### src/rtl/spi_cmd_pkg.sv
// Constants shared by the serial direct command interpreter and its FIFO.
// Summary of operation
// - Code 0x00 acts like power-on reset and reloads calibration from nonvolatile memory.
// - Code 0x01 converts temperature; 16 clocks return six zeros then 10-bit result.
// - Codes 0x02-0x04 convert battery, sensor 1, sensor 2; read out like temperature.
// - Code 0x05 issues one log-start pulse; start time stored earlier by master.
// - Code 0x06 stops logging and issues one log-stop pulse.
// - Code 0x07 returns the eight-bit FIFO status byte.
// - Code 0x08 returns the 24-bit remaining shelf life value.
// - Code 0x20 reads one to eight bytes from the shared FIFO in one frame.
// - Code 0x21 writes one to eight bytes into the shared FIFO in one frame.
// - One eight-byte FIFO is shared by serial port and radio side.
// - Status bit 7 busy, bit 6 data ready, bit 5 no data.
// - Status bit 4 is 0 for serial-written data, 1 for radio-written data.
// - Status bits 3 to 0 give valid byte count, 0 to 8.
// - Radio side reaches FIFO contents and status through one access command.
// - While serial select is high, radio memory or FIFO commands get an error.
// - Radio using FIFO at select rise: data out goes high, serial commands ignored.
// - With delay mode set, a log start waits for the button on data input.
// - Alternatively logging begins after a programmed fixed delay from log start.
// - Shelf life expiry drives excitation pad as alarm unless sensor supply selected.
// - Frame starts with two mode bits; 11 selects direct command with six-bit code.
// - Memory access priority: radio first, logger second, serial port last.
// - Serial data output is always actively driven, never high impedance.
package spi_cmd_pkg;
    // Frame header
    localparam logic [1:0] MODE_DIRECT = 2'h3;
    localparam logic [5:0] CMD_RESET = 6'h00;
    localparam logic [5:0] CMD_GET_TEMP = 6'h01;
    localparam logic [5:0] CMD_GET_BATT = 6'h02;
    localparam logic [5:0] CMD_GET_EXT1 = 6'h03;
    localparam logic [5:0] CMD_GET_EXT2 = 6'h04;
    localparam logic [5:0] CMD_START_LOG = 6'h05;
    localparam logic [5:0] CMD_STOP_LOG = 6'h06;
    localparam logic [5:0] CMD_FIFO_STATUS = 6'h07;
    localparam logic [5:0] CMD_SHELF_LIFE = 6'h08;
    localparam logic [5:0] CMD_READ_FIFO = 6'h20;
    localparam logic [5:0] CMD_WRITE_FIFO = 6'h21;
    // Readout lengths in serial clocks
    localparam logic [4:0] LEN_CONV = 5'h10;
    localparam logic [4:0] LEN_STATUS = 5'h08;
    localparam logic [4:0] LEN_SHELF = 5'h18;
    localparam logic [5:0] CONV_PAD = 6'h00;
    // FIFO shape
    localparam int FIFO_DEPTH = 8;
    localparam logic [3:0] FIFO_FULL_CNT = 4'h8;
    // Status byte fields
    localparam int STAT_BUSY = 7;
    localparam int STAT_READY = 6;
    localparam int STAT_EMPTY = 5;
    localparam int STAT_SRC = 4;
    localparam logic SRC_SERIAL = 1'b0;
    localparam logic SRC_RADIO = 1'b1;
    localparam logic [7:0] STATUS_RESET = 8'h20;
    // Memory arbiter grants
    localparam int GNT_RADIO = 0;
    localparam int GNT_LOGGER = 1;
    localparam int GNT_SERIAL = 2;
    // Frame states
    typedef enum logic [2:0] {
        ST_IDLE = 3'b000,
        ST_CMD = 3'b001,
        ST_CONV_WAIT = 3'b010,
        ST_TX = 3'b011,
        ST_RD_FIFO = 3'b100,
        ST_WR_FIFO = 3'b101,
        ST_BUSY = 3'b110,
        ST_IGNORE = 3'b111
    } frame_state_t;
endpackage

### src/rtl/pin_sync.sv
// Two-flop synchronisers for the serial pins.
module pin_sync
(
    // Clock and reset
    input wire logic core_clk_i,
    input wire logic reset_i,
    // Raw pins and synchronised levels
    input wire logic [2:0] pin_i,
    output logic [2:0] pin_o
);
    genvar g;
    // One chain per pin; first stage feeds only the second
    generate
        for (g = 0; g < 3; g = g + 1)
        begin : g_sync
            logic meta_q;
            logic sync_q;
            always_ff @(posedge core_clk_i)
            begin
                if (reset_i)
                begin
                    meta_q <= 1'b0;
                    sync_q <= 1'b0;
                end
                else
                begin
                    meta_q <= pin_i[g];
                    sync_q <= meta_q;
                end
            end
            assign pin_o[g] = sync_q;
        end
    endgenerate
endmodule

### src/rtl/fifo_mem.sv
// Eight-byte storage of the shared mailbox with registered read data.
module fifo_mem
(
    // Clock and reset
    input wire logic core_clk_i,
    input wire logic reset_i,
    // Write port
    input wire logic wr_en_i,
    input wire logic [2:0] wr_addr_i,
    input wire logic [7:0] wr_data_i,
    // Read port
    input wire logic [2:0] rd_addr_i,
    output logic [7:0] rd_data_o
);
    import spi_cmd_pkg::*;
    logic [7:0] mem_q [FIFO_DEPTH];
    // Store incoming byte
    always_ff @(posedge core_clk_i)
    begin
        if (wr_en_i)
        begin
            mem_q[wr_addr_i] <= wr_data_i;
        end
    end
    // Head byte always presented from a register
    always_ff @(posedge core_clk_i)
    begin
        if (reset_i)
        begin
            rd_data_o <= 8'h00;
        end
        else
        begin
            rd_data_o <= mem_q[rd_addr_i];
        end
    end
endmodule

### src/rtl/spi_direct_command_fifo.sv
// Serial direct command interpreter with shared mailbox FIFO and log start control.
module spi_direct_command_fifo
(
    // Clock and reset
    input wire logic core_clk_i,
    input wire logic reset_i,
    // Serial pins from the master
    input wire logic serial_select_i,
    input wire logic sclk_i,
    input wire logic sdi_i,
    output logic conversion_done_out_o,
    // Calibration reload request
    output logic por_reload_o,
    // Converter
    output logic conv_start_o,
    output logic [1:0] conv_sel_o,
    input wire logic conv_done_i,
    input wire logic [9:0] conv_result_i,
    // Logging engine
    input wire logic delay_mode_i,
    input wire logic fixed_delay_en_i,
    input wire logic [31:0] log_delay_cycles_i,
    output logic log_start_o,
    output logic log_stop_o,
    output logic logging_begin_o,
    // Shelf life and excitation pad
    input wire logic [23:0] shelf_life_i,
    input wire logic shelf_algo_en_i,
    input wire logic shelf_expired_i,
    input wire logic sensor_supply_select_i,
    input wire logic sensor_conv_active_i,
    output logic excitation_pad_o,
    output logic excitation_pad_oe_o,
    // Radio side FIFO access
    input wire logic rf_fifo_active_i,
    input wire logic rf_access_cmd_i,
    input wire logic rf_fifo_wr_i,
    input wire logic [7:0] rf_fifo_wdata_i,
    input wire logic rf_fifo_rd_i,
    output logic [7:0] rf_fifo_rdata_o,
    output logic [7:0] fifo_state_byte_o,
    output logic rf_error_o,
    // Memory arbitration
    input wire logic rf_mem_req_i,
    input wire logic log_mem_req_i,
    input wire logic spi_mem_req_i,
    output logic [2:0] mem_grant_o
);
    import spi_cmd_pkg::*;
    // Synchronised pins
    logic [2:0] pins_s;
    wire sen_s = pins_s[2];
    wire sclk_s = pins_s[1];
    wire sdi_s = pins_s[0];
    pin_sync u_sync
    (
        .core_clk_i(core_clk_i),
        .reset_i(reset_i),
        .pin_i({serial_select_i, sclk_i, sdi_i}),
        .pin_o(pins_s)
    );
    // Frame state
    frame_state_t state_q;
    frame_state_t state_d;
    logic sclk_prev_q;
    logic sen_prev_q;
    logic [7:0] rx_sh_q;
    logic [2:0] hdr_cnt_q;
    logic [23:0] tx_sh_q;
    logic [4:0] tx_cnt_q;
    logic [4:0] tx_len_q;
    logic [2:0] byte_bit_q;
    logic sdo_q;
    // Edge and frame event detection
    wire sclk_rise = sclk_s & ~sclk_prev_q;
    wire sen_rise = sen_s & ~sen_prev_q;
    wire sen_fall = ~sen_s & sen_prev_q;
    wire [7:0] hdr_byte = {rx_sh_q[6:0], sdi_s};
    wire hdr_done = (state_q == ST_CMD) && sclk_rise && (hdr_cnt_q == 3'h7);
    wire is_direct = (hdr_byte[7:6] == MODE_DIRECT);
    wire [5:0] cmd_code = hdr_byte[5:0];
    wire cmd_hit = hdr_done && is_direct;
    // Decoded command strobes
    wire do_reset = cmd_hit && (cmd_code == CMD_RESET);
    wire do_conv = cmd_hit && (cmd_code >= CMD_GET_TEMP) && (cmd_code <= CMD_GET_EXT2);
    wire do_start = cmd_hit && (cmd_code == CMD_START_LOG);
    wire do_stop = cmd_hit && (cmd_code == CMD_STOP_LOG);
    wire do_status = cmd_hit && (cmd_code == CMD_FIFO_STATUS);
    wire do_shelf = cmd_hit && (cmd_code == CMD_SHELF_LIFE);
    wire do_rd_fifo = cmd_hit && (cmd_code == CMD_READ_FIFO);
    wire do_wr_fifo = cmd_hit && (cmd_code == CMD_WRITE_FIFO);
    wire [5:0] conv_idx = cmd_code - CMD_GET_TEMP;
    // FIFO bookkeeping
    logic [2:0] wr_ptr_q;
    logic [2:0] rd_ptr_q;
    logic [3:0] count_q;
    logic src_q;
    logic [7:0] head_byte;
    wire fifo_empty = (count_q == 4'h0);
    wire fifo_full = (count_q == FIFO_FULL_CNT);
    wire spi_owns = sen_s;
    wire byte_start = (byte_bit_q == 3'h0);
    wire spi_pop = (state_q == ST_RD_FIFO) && sclk_rise && byte_start && !fifo_empty;
    wire spi_push = (state_q == ST_WR_FIFO) && sclk_rise && (byte_bit_q == 3'h7)
        && !fifo_full;
    wire rf_push = rf_fifo_wr_i && !spi_owns && !fifo_full;
    wire rf_pop = rf_fifo_rd_i && !spi_owns && !fifo_empty;
    wire fifo_wr = spi_push || rf_push;
    wire fifo_rd = spi_pop || rf_pop;
    wire [7:0] fifo_wdata = spi_push ? hdr_byte : rf_fifo_wdata_i;
    wire [7:0] tx_byte = fifo_empty ? 8'h00 : head_byte;
    wire spi_fifo_busy = (state_q == ST_RD_FIFO) || (state_q == ST_WR_FIFO);
    // Status byte assembly
    wire [7:0] status_d = {rf_fifo_active_i || spi_fifo_busy, !fifo_empty, fifo_empty,
                           src_q, count_q};
    fifo_mem u_mem
    (
        .core_clk_i(core_clk_i),
        .reset_i(reset_i),
        .wr_en_i(fifo_wr),
        .wr_addr_i(wr_ptr_q),
        .wr_data_i(fifo_wdata),
        .rd_addr_i(rd_ptr_q),
        .rd_data_o(head_byte)
    );
    // Next frame state
    always_comb
    begin
        state_d = state_q;
        case (state_q)
            ST_IDLE:
                if (sen_rise)
                    state_d = rf_fifo_active_i ? ST_BUSY : ST_CMD;
            ST_CMD:
                if (hdr_done)
                begin
                    if (do_conv)
                        state_d = ST_CONV_WAIT;
                    else if (do_status || do_shelf)
                        state_d = ST_TX;
                    else if (do_rd_fifo)
                        state_d = ST_RD_FIFO;
                    else if (do_wr_fifo)
                        state_d = ST_WR_FIFO;
                    else
                        state_d = ST_IGNORE;
                end
            ST_CONV_WAIT:
                if (conv_done_i)
                    state_d = ST_TX;
            ST_TX:
                if (sclk_rise && (tx_cnt_q == tx_len_q))
                    state_d = ST_IGNORE;
            default:
                state_d = state_q; // Data phases wait for select to fall
        endcase
        if (sen_fall || !sen_s)
            state_d = ST_IDLE;
    end
    // Frame state and pin history
    always_ff @(posedge core_clk_i)
    begin
        if (reset_i)
        begin
            state_q <= ST_IDLE;
            sclk_prev_q <= 1'b0;
            sen_prev_q <= 1'b0;
        end
        else
        begin
            state_q <= state_d;
            sclk_prev_q <= sclk_s;
            sen_prev_q <= sen_s;
        end
    end
    // Header and write data capture
    always_ff @(posedge core_clk_i)
    begin
        if (reset_i || sen_rise)
        begin
            rx_sh_q <= 8'h00;
            hdr_cnt_q <= 3'h0;
        end
        else if (sclk_rise)
        begin
            rx_sh_q <= hdr_byte;
            hdr_cnt_q <= hdr_cnt_q + 3'h1;
        end
    end
    // Byte position inside FIFO data phases
    always_ff @(posedge core_clk_i)
    begin
        if (reset_i || hdr_done)
            byte_bit_q <= 3'h0;
        else if (sclk_rise && spi_fifo_busy)
            byte_bit_q <= byte_bit_q + 3'h1;
    end
    // Readout shifter; data changes on each serial rising edge
    always_ff @(posedge core_clk_i)
    begin
        if (reset_i)
        begin
            tx_sh_q <= 24'h0000_00;
            tx_cnt_q <= 5'h00;
            tx_len_q <= 5'h00;
        end
        else if (do_status)
        begin
            tx_sh_q <= {status_d, 16'h0000};
            tx_cnt_q <= 5'h00;
            tx_len_q <= LEN_STATUS;
        end
        else if (do_shelf)
        begin
            tx_sh_q <= shelf_life_i;
            tx_cnt_q <= 5'h00;
            tx_len_q <= LEN_SHELF;
        end
        else if ((state_q == ST_CONV_WAIT) && conv_done_i)
        begin
            tx_sh_q <= {CONV_PAD, conv_result_i, 8'h00};
            tx_cnt_q <= 5'h00;
            tx_len_q <= LEN_CONV;
        end
        else if (sclk_rise && (state_q == ST_TX))
        begin
            tx_sh_q <= {tx_sh_q[22:0], 1'b0};
            tx_cnt_q <= tx_cnt_q + 5'h01;
        end
        else if (sclk_rise && (state_q == ST_RD_FIFO))
            tx_sh_q <= byte_start ? {tx_byte[6:0], 17'h0_0000} : {tx_sh_q[22:0], 1'b0};
    end
    // Serial data output, always driven
    always_ff @(posedge core_clk_i)
    begin
        if (reset_i)
            sdo_q <= 1'b0;
        else if ((state_d == ST_BUSY) || ((state_q == ST_CONV_WAIT) && conv_done_i))
            sdo_q <= 1'b1;
        else if (sclk_rise && (state_q == ST_TX))
            sdo_q <= (tx_cnt_q == tx_len_q) ? 1'b0 : tx_sh_q[23];
        else if (sclk_rise && (state_q == ST_RD_FIFO))
            sdo_q <= byte_start ? tx_byte[7] : tx_sh_q[23];
        else if ((state_d == ST_IDLE) || (state_d == ST_IGNORE) || hdr_done)
            sdo_q <= 1'b0;
    end
    assign conversion_done_out_o = sdo_q;
    // Pointers, count and source of the shared FIFO
    always_ff @(posedge core_clk_i)
    begin
        if (reset_i || do_reset)
        begin
            wr_ptr_q <= 3'h0;
            rd_ptr_q <= 3'h0;
            count_q <= 4'h0;
            src_q <= SRC_SERIAL;
        end
        else
        begin
            if (fifo_wr)
            begin
                wr_ptr_q <= wr_ptr_q + 3'h1;
                src_q <= spi_push ? SRC_SERIAL : SRC_RADIO;
            end
            if (fifo_rd)
                rd_ptr_q <= rd_ptr_q + 3'h1;
            if (fifo_wr && !fifo_rd)
                count_q <= count_q + 4'h1;
            else if (fifo_rd && !fifo_wr)
                count_q <= count_q - 4'h1;
        end
    end
    // Command pulses and radio-side answers
    always_ff @(posedge core_clk_i)
    begin
        if (reset_i)
        begin
            por_reload_o <= 1'b0;
            conv_start_o <= 1'b0;
            conv_sel_o <= 2'h0;
            log_start_o <= 1'b0;
            log_stop_o <= 1'b0;
            rf_error_o <= 1'b0;
            rf_fifo_rdata_o <= 8'h00;
            fifo_state_byte_o <= STATUS_RESET;
        end
        else
        begin
            por_reload_o <= do_reset;
            conv_start_o <= do_conv;
            if (do_conv)
                conv_sel_o <= conv_idx[1:0];
            log_start_o <= do_start;
            log_stop_o <= do_stop;
            rf_error_o <= rf_access_cmd_i && spi_owns;
            rf_fifo_rdata_o <= head_byte;
            fifo_state_byte_o <= status_d;
        end
    end
    // Delayed log start by button or fixed delay
    logic btn_wait_q;
    logic dly_wait_q;
    logic [31:0] dly_cnt_q;
    logic begin_q;
    wire btn_hit = btn_wait_q && sdi_s && !sen_s;
    wire dly_hit = dly_wait_q && (dly_cnt_q == 32'h0000_0000);
    always_ff @(posedge core_clk_i)
    begin
        if (reset_i || do_reset || do_stop)
        begin
            btn_wait_q <= 1'b0;
            dly_wait_q <= 1'b0;
            dly_cnt_q <= 32'h0000_0000;
            begin_q <= 1'b0;
        end
        else if (do_start)
        begin
            btn_wait_q <= delay_mode_i;
            dly_wait_q <= !delay_mode_i && fixed_delay_en_i;
            dly_cnt_q <= log_delay_cycles_i;
            begin_q <= !delay_mode_i && !fixed_delay_en_i;
        end
        else
        begin
            begin_q <= btn_hit || dly_hit;
            if (btn_hit)
                btn_wait_q <= 1'b0;
            if (dly_hit)
                dly_wait_q <= 1'b0;
            else if (dly_wait_q)
                dly_cnt_q <= dly_cnt_q - 32'h0000_0001;
        end
    end
    assign logging_begin_o = begin_q;
    // Excitation pad: alarm or sensor supply
    always_ff @(posedge core_clk_i)
    begin
        if (reset_i)
        begin
            excitation_pad_o <= 1'b0;
            excitation_pad_oe_o <= 1'b0;
        end
        else if (sensor_supply_select_i)
        begin
            excitation_pad_o <= sensor_conv_active_i;
            excitation_pad_oe_o <= sensor_conv_active_i;
        end
        else
        begin
            excitation_pad_o <= shelf_algo_en_i && shelf_expired_i;
            excitation_pad_oe_o <= shelf_algo_en_i && shelf_expired_i;
        end
    end
    // Fixed priority memory grant
    always_ff @(posedge core_clk_i)
    begin
        if (reset_i)
            mem_grant_o <= 3'h0;
        else
        begin
            mem_grant_o[GNT_RADIO] <= rf_mem_req_i && !spi_owns;
            mem_grant_o[GNT_LOGGER] <= log_mem_req_i && !(rf_mem_req_i && !spi_owns);
            mem_grant_o[GNT_SERIAL] <= spi_mem_req_i && spi_owns && !rf_mem_req_i
                && !log_mem_req_i;
        end
    end
endmodule

### config.mk
export PLATFORM = sky130hd
export DESIGN_NAME = spi_direct_command_fifo
export DESIGN_NICKNAME = d
export VERILOG_FILES = /design/src/rtl/spi_cmd_pkg.sv /design/src/rtl/pin_sync.sv /design/src/rtl/fifo_mem.sv /design/src/rtl/spi_direct_command_fifo.sv
export SDC_FILE = /design/constraint.sdc
export NUM_CORES = 1
export LEC_CHECK = 0
export BUFFER_PORTS_ARGS = -buffer_cell sky130_fd_sc_hd__buf_2
export CAP_MARGIN = 5
export CORE_MARGIN = 2
export CORE_UTILIZATION = 60
export DETAILED_ROUTE_END_ITERATION = 10
export GPL_ROUTABILITY_DRIVEN = 0
export PLACE_DENSITY = 0.9
export SLEW_MARGIN = 20
export SYNTH_ARGS = -nofsm -noshare
export SYNTH_HDL_FRONTEND = slang
export SYNTH_HIERARCHICAL = 1
export SYNTH_SLANG_ARGS = --single-unit
### constraint.sdc
create_clock -name core_clk_i -period 6.6 [get_ports core_clk_i]
set_input_delay 1.32 -clock core_clk_i [delete_from_list [all_inputs] [get_ports core_clk_i]]
set_output_delay 1.32 -clock core_clk_i [all_outputs]
set_load 0.01 [all_outputs]
; ---- Yosys cells after proc, flatten, opt, wreduce, memory -nomap -nowiden
; Memories as Yosys holds them, arrays and structs flattened. A register that Yosys moved wholly into a read port is not among the register bits.
; Index checks and enable logic that the tools add are counted.
[word_totals]
output_inout_bits = 30
in_bits = 93
register_bits = 129
ramBits = 64
n_memories = 1
wordCells = 197
[memory_table]
columns = memory, words, word_bits, read_ports, rd_ports_with_merged_regs, write_ports, line_no
row1 = u_mem.mem_q, 8, 8, 1, 1, 1, fifo_mem.sv:16  ; logic [7:0] mem_q [FIFO_DEPTH];
[op_classes]
n_lt_le_gt_ge = 2
eq_ne = 19
reduce_logical = 82
n_addsub = 9
mux = 42
n_bitwise = 6
[ops]
columns = op, n
row1 = $mux W24, 6
row2 = $mux W32, 3
row3 = $logic_and A1 B1 Y1, 40
row4 = $logic_not A32 Y1, 1
row5 = $sub A32 B1 Y32 const B, 1
row6 = $mux W3, 8
row7 = $eq A3 B3 Y1 const B, 6
row8 = $eq A6 B3 Y1 const B, 3
row9 = $mux W8, 2
row10 = $mux W1, 15
row11 = $logic_or A1 B1 Y1, 14
row12 = $add A3 B1 Y3 const B, 4
row13 = $eq A6 B6 Y1 const B, 2
row14 = $mux W4, 3
row15 = $pmux W3 S4, 1
row16 = $logic_not A1 Y1, 10
row17 = $mux W5, 2
row18 = $reduce_bool A2 Y1, 5
row19 = $logic_not A3 Y1, 3
row20 = $reduce_bool A4 Y1, 2
row21 = $eq A3 B2 Y1 const B, 2
row22 = $eq A6 B4 Y1 const B, 1
row23 = $ge A6 B1 Y1 const B, 1
row24 = $le A6 B3 Y1 const B, 1
row25 = 19 further kinds, 24

; ---- Longest topological paths before layout
[logic_depth]
word_depth = 20
mapped_depth = 14
mapped_depth_nobuf = 13

; ---- Cells and area by module
; Netlist, hierarchy kept.
[by_module_without_submodules]
columns = module, cells_per_inst, seq_area_each_um2, n_inst, area_per_inst_um2
row1 = spi_direct_command_fifo, 713, 2462.4, 1, 6095.8
row2 = fifo_mem, 123, 2082.0, 1, 2686.3
row3 = pin_sync, 15, 120.1, 1, 180.2

; ---- Worst setup path before layout
; OpenSTA, ideal clock, no wires.
[synth_timing]
path_type = input -> register
startpoint = in rf_fifo_wr_i
endpoint = reg count_q[3]
required_time_ps = 6529
cell_stages = 11
slack_ps = 3292
arrival_time_ps = 3238
setup_time_ps = 71
n_path_buf = 1
cell_sequence = nor3b_1 > or2_0 > clkbuf_1 > ha_1 > inv_1 > ha_1 > a21o_1 > a21oi_1 > xnor2_1 > or3_1 > a21oi_1
[synth_between]
elab_chain_cells = 6
word_cells_on_any_way = 8
classes_between = mux (1) / reduce/logical (7)
[synth_rtl]
columns = element, line_no
row1 = start: declaration, spi_direct_command_fifo.sv:37  ; input wire logic rf_fifo_wr_i,
row2 = $logic_and A1 B1 Y1 * (2 in a row), spi_direct_command_fifo.sv:106  ; wire rf_push = rf_fifo_wr_i && !spi_owns && !fifo_full;
row3 = $logic_or A1 B1 Y1 *, spi_direct_command_fifo.sv:108  ; wire fifo_wr = spi_push || rf_push;
row4 = via fifo_wr, spi_direct_command_fifo.sv:108
row5 = $logic_not A1 Y1, spi_direct_command_fifo.sv:269  ; else if (fifo_rd && !fifo_wr)
row6 = $logic_and A1 B1 Y1, spi_direct_command_fifo.sv:269
row7 = $reduce_bool A2 Y1 (no source line), -
row8 = end signal: assignment, spi_direct_command_fifo.sv:268  ; count_q <= count_q + 4'h1;
row9 = end signal: assignment, spi_direct_command_fifo.sv:270  ; count_q <= count_q - 4'h1;
row10 = end: declaration, spi_direct_command_fifo.sv:96  ; logic [3:0] count_q;
; The timed path passes the listed nets; every way through them passes the cells marked *.
; A chain may end at the register's enable or synchronous reset.

; ---- Worst setup path after layout
[layout_timing]
startpoint = reg state_q[2]
endpoint = reg count_q[3]
[layout_between]
elab_chain_cells = 8
word_cells_on_any_way = 22
classes_between = eq/ne (3) / mux (1) / reduce/logical (18)
[layout_rtl]
columns = element, line_no
row1 = start: declaration, spi_direct_command_fifo.sv:63  ; frame_state_t state_q;
row2 = start signal: assignment, spi_direct_command_fifo.sv:171  ; state_q <= state_d;
row3 = "$eq A3 B3 Y1, on equally long branches", "spi_direct_command_fifo.sv:103, spi_direct_command_fifo.sv:104"
row4 = "$logic_and A1 B1 Y1, on equally long branches (2 in a row)", "spi_direct_command_fifo.sv:103, spi_direct_command_fifo.sv:104"
row5 = "$logic_and A1 B1 Y1, on equally long branches", "spi_direct_command_fifo.sv:103, spi_direct_command_fifo.sv:105"
row6 = "$logic_or A1 B1 Y1, on equally long branches", "spi_direct_command_fifo.sv:109, spi_direct_command_fifo.sv:108"
row7 = "$logic_not A1 Y1, on equally long branches", "spi_direct_command_fifo.sv:267, spi_direct_command_fifo.sv:269"
row8 = "$logic_and A1 B1 Y1, on equally long branches", "spi_direct_command_fifo.sv:267, spi_direct_command_fifo.sv:269"
row9 = $mux W4 / $reduce_bool A2 Y1 (equally long branches), -
; Parallel ways exist; a longest one is shown, timed or not.

==> run_results.csv <==
group,metric,value,unit
finish,syn_to_final_growth,15.33,%
critical_path,rrSetupSlack,2.80,ns
synthesis,synth.most_common_cell,"dfxtp_1",
critical_path,worstPathRequired,7.02,ns
floorplan,core-area,14590,um^2
timing,finClkSkew,0.01950,ns
timing,min_period,3.799,ns
power_and_ir_drop,power_density,290.2,nW/um^2
critical_path,end_kind,"flip-flop",
global_routing,grt_overflow,0,
synthesis,ys_types,79,
timing,tns,0,ns
synthesis,ys_seq_area_share,52.05,%
power_and_ir_drop,power,2.999,mW
synthesis,synth_top_area_share,30.60,%
global_routing,grt_max_degree,51,
floorplan,die_w,126.2,um
finish,drive_gt1_share,21.42,%
timing,post-route-period-util,57.57,%
routing,dr.pass1.iters,5,
finish,design_area,10340,um^2
critical_path,endpoint,"count_q[3]",
critical_path,r2r_start,"state_q[2]",
power_and_ir_drop,max-vdd-ir-drop,0.0002029,V
synthesis,syn_area_per_cell,10.53,um^2
clock_network,cts_root_buffer,"clkbuf_16",
finish,antenna_cells_inserted,0,
synthesis,netlist_top_cells_area,"dfxtp_1 31%, edfxtp_1 21%, nand2_1 3.6%",
timing,slew_headroom,33.06,%
floorplan,die-area,15930,um^2
routing,drt_wl_total,20.75,mm
synthesis,yosysTopAreaCell,"dfxtp_1",
flow_run,maxCapViolCount,0,
power_and_ir_drop,p_leak,3.927,nW
global_routing,antenna_found_initial,0,
floorplan,die_h,126.2,um
clock_network,cts.sinks,201,
synthesis,ys_warn_count,6,
timing,slew_viol_final,0,
routing,drtAntennaViolNets,0,
synthesis,synth_top_flop_cell,"dfxtp_1",
clock_network,clkLatencyLatePin,0.50,ns
placement,port_buffers,122,
synthesis,async_flop_share,0,%
timing,layout_setup_ws,2.801,ns
placement,place_area,9658,um^2
timing,fmax,263.2,MHz
clock_network,cts_inserted_buffers,21,
timing,setup_viol,0,
synthesis,synth_top_cells_by_count,"137 x dfxtp_1, 86 x nand2_1, 85 x nor2_1",
clock_network,path_clk_slew,0.07,ns
floorplan,fp-row-count,44,
global_routing,grt_pass1_wl,33.59,mm
timing,hold_viol,0,
critical_path,crit_slowest_cell,"nor3_2",
floorplan,start_util,61.43,%
clock_network,cts_max_level,1,
clock_network,clock_path_buffers,3,
critical_path,cp_max_fo,13,
synthesis,synth_area,8962,um^2
critical_path,cp-start-kind,"flip-flop",
floorplan,pin_count,123,
clock_network,ctsHoldBuffers,0,
synthesis,synth-edff-count,64,
routing,drc_errors,0,
synthesis,synth_seq_cells,201,
synthesis,synth_nets,963,
status,status,"complete, no violations",
global_routing,first_global_vias,6809,
critical_path,startpoint,"state_q[2]",
clock_network,cts_resized,0,
critical_path,critical_path_arrival,4.22,ns
finish,fill_cells,1023,
min_path,min_path_type,"reg2reg",
critical_path,path_cells,"nand4bb_1, nor3_2, or2_0, ha_1, inv_1, ha_1, a21o_1, a21oi_1, xnor2_1, or3_1, a21oi_1",
synthesis,postSynthCellCount,851,
routing,vias_per_cell,6.055,
clock_network,cts_setup_buffers,0,
placement,dpl.hpwl,13.98,mm
critical_path,r2r-end,"count_q[3]",
routing,vias,6994,
timing,tightestPinTransition,1.002,ns
finish,nets,1069,
critical_path,max_stage_delay,0.72,ns
routing,drt_iter0_drc,675,
clock_network,cts_tree,"yes",
placement,pre_cts_ws,2.914,ns
critical_path,worstSetupPathType,"reg2reg",
critical_path,r2r_cells,11,
min_path,holdPathStages,1,
timing,rsz0062_at_grt,"no",
routing,wl_per_cell,17.97,um
global_routing,grt_usage,25.89,%
[layout make-up]
cell class / count / area [um^2] / area share, %
clock inverter: 11 / 113.9 / 1.102
multi-input combinational: 585 / 4039 / 39.07
sequential: 201 / 4666 / 45.14
inverter: 20 / 75.07 / 0.7263
tap: 184 / 230.2 / 2.227
clock buffer: 26 / 556.8 / 5.387
timing repair buffer: 128 / 655.6 / 6.343
[logic make-up (layout without fill, tap and decap cells)]
group	count (synthesis)	after routing	synth area share (%)
compound gates	157	157	11.87
xor+xnor	43	43	4.202
fa+ha+maj	19	19	2.736
buf+inv	65	185	3.253
flops	201	201	52.05
mux	39	39	6.952
simple gates	327	327	18.94
[placed cells by master, fill, tap and decap left out, types with 7 or more instances in the layout]
| master | instances |
|---|---|
| o21ai_1 | 33 |
| a221o_1 | 8 |
| dfxtp_1 | 136 |
| mux2i_1 | 15 |
| nor3_1 | 30 |
| nand2_1 | 86 |
| nor2b_1 | 26 |
| xnor2_1 | 26 |
| nor2_1 | 85 |
| or4_1 | 8 |
| mux2_2 | 8 |
| a221oi_1 | 8 |
| nor4_1 | 9 |
| a21oi_1 | 32 |
| ha_1 | 18 |
| a211oi_1 | 9 |
| xor2_1 | 17 |
| buf_2 | 122 |
| inv_1 | 20 |
| nand3_1 | 11 |
| nand4_1 | 8 |
| nand2b_1 | 7 |
| clkbuf_16 | 21 |
| and3_1 | 9 |
| edfxtp_1 | 64 |
| o21ai_0 | 19 |
| mux4_2 | 10 |
[through the flow]
step / hold slack [ns] / instances / util (%)
2_1_floorplan: 0.4138 / 851 / -
3_3_place_gp: 0.4179 / 1118 / 66.20
3_5_place_dp: 0.4258 / 1118 / 66.20
4_1_cts: 0.4399 / 1155 / 70.80
5_1_grt: 0.4644 / 1155 / 70.85
6_report: 0.4355 / 1155 / 70.85
[power breakdown]
part	total (mW)	leakage [nW]	switching (mW)	internal, mW
Combinational	0.409	1.90	0.201	0.209
Clock	1.16	0.333	0.476	0.679
Sequential	1.43	1.69	0.0837	1.35
Total	3.00	3.93	0.760	2.24
[layer usage]
layer | share of wire [%] | up-vias | track usage, %
met5 | 0 | - | 0
met4 | 2.8 | 0 | 9.438
met3 | 7.9 | 50 | 5.098
met2 | 48 | 329 | 43.90
met1 | 42 | 3310 | 33.15
li1 | - | 3305 | -
[registers in the layout, indices dropped and copies added, names as in the netlist, 4 cells and up]
signal / cells
u_mem/mem_q: 64
dly_cnt_q: 32
tx_sh_q: 24
fifo_state_byte_o: 8
rf_fifo_rdata_o: 8
u_mem/rd_data_o: 8
rx_sh_q: 7
tx_cnt_q: 5
count_q: 4
[critical path: cells and delay by family (launching register included)]
family | cells | cell delay [ns]
buf+inv | 1 | 0.09
xor+xnor | 1 | 0.10
flops | 1 | 0.58
compound gates | 3 | 0.52
simple gates | 4 | 1.87
fa+ha+maj | 2 | 0.55
[worst min path at each step]
stage	endpoint	startpoint	slack, ns
after floorplan	u_sync/g_sync[0].sync_q	u_sync/g_sync[0].meta_q	0.41
after global placement	u_sync/g_sync[2].sync_q	u_sync/g_sync[2].meta_q	0.42
after detailed placement	u_sync/g_sync[2].sync_q	u_sync/g_sync[2].meta_q	0.43
after CTS	u_sync/g_sync[2].sync_q	u_sync/g_sync[2].meta_q	0.44
after global routing	u_sync/g_sync[0].sync_q	u_sync/g_sync[0].meta_q	0.46
final	u_sync/g_sync[2].sync_q	u_sync/g_sync[2].meta_q	0.44
Note: power is estimated with default switching activity, not from simulation.
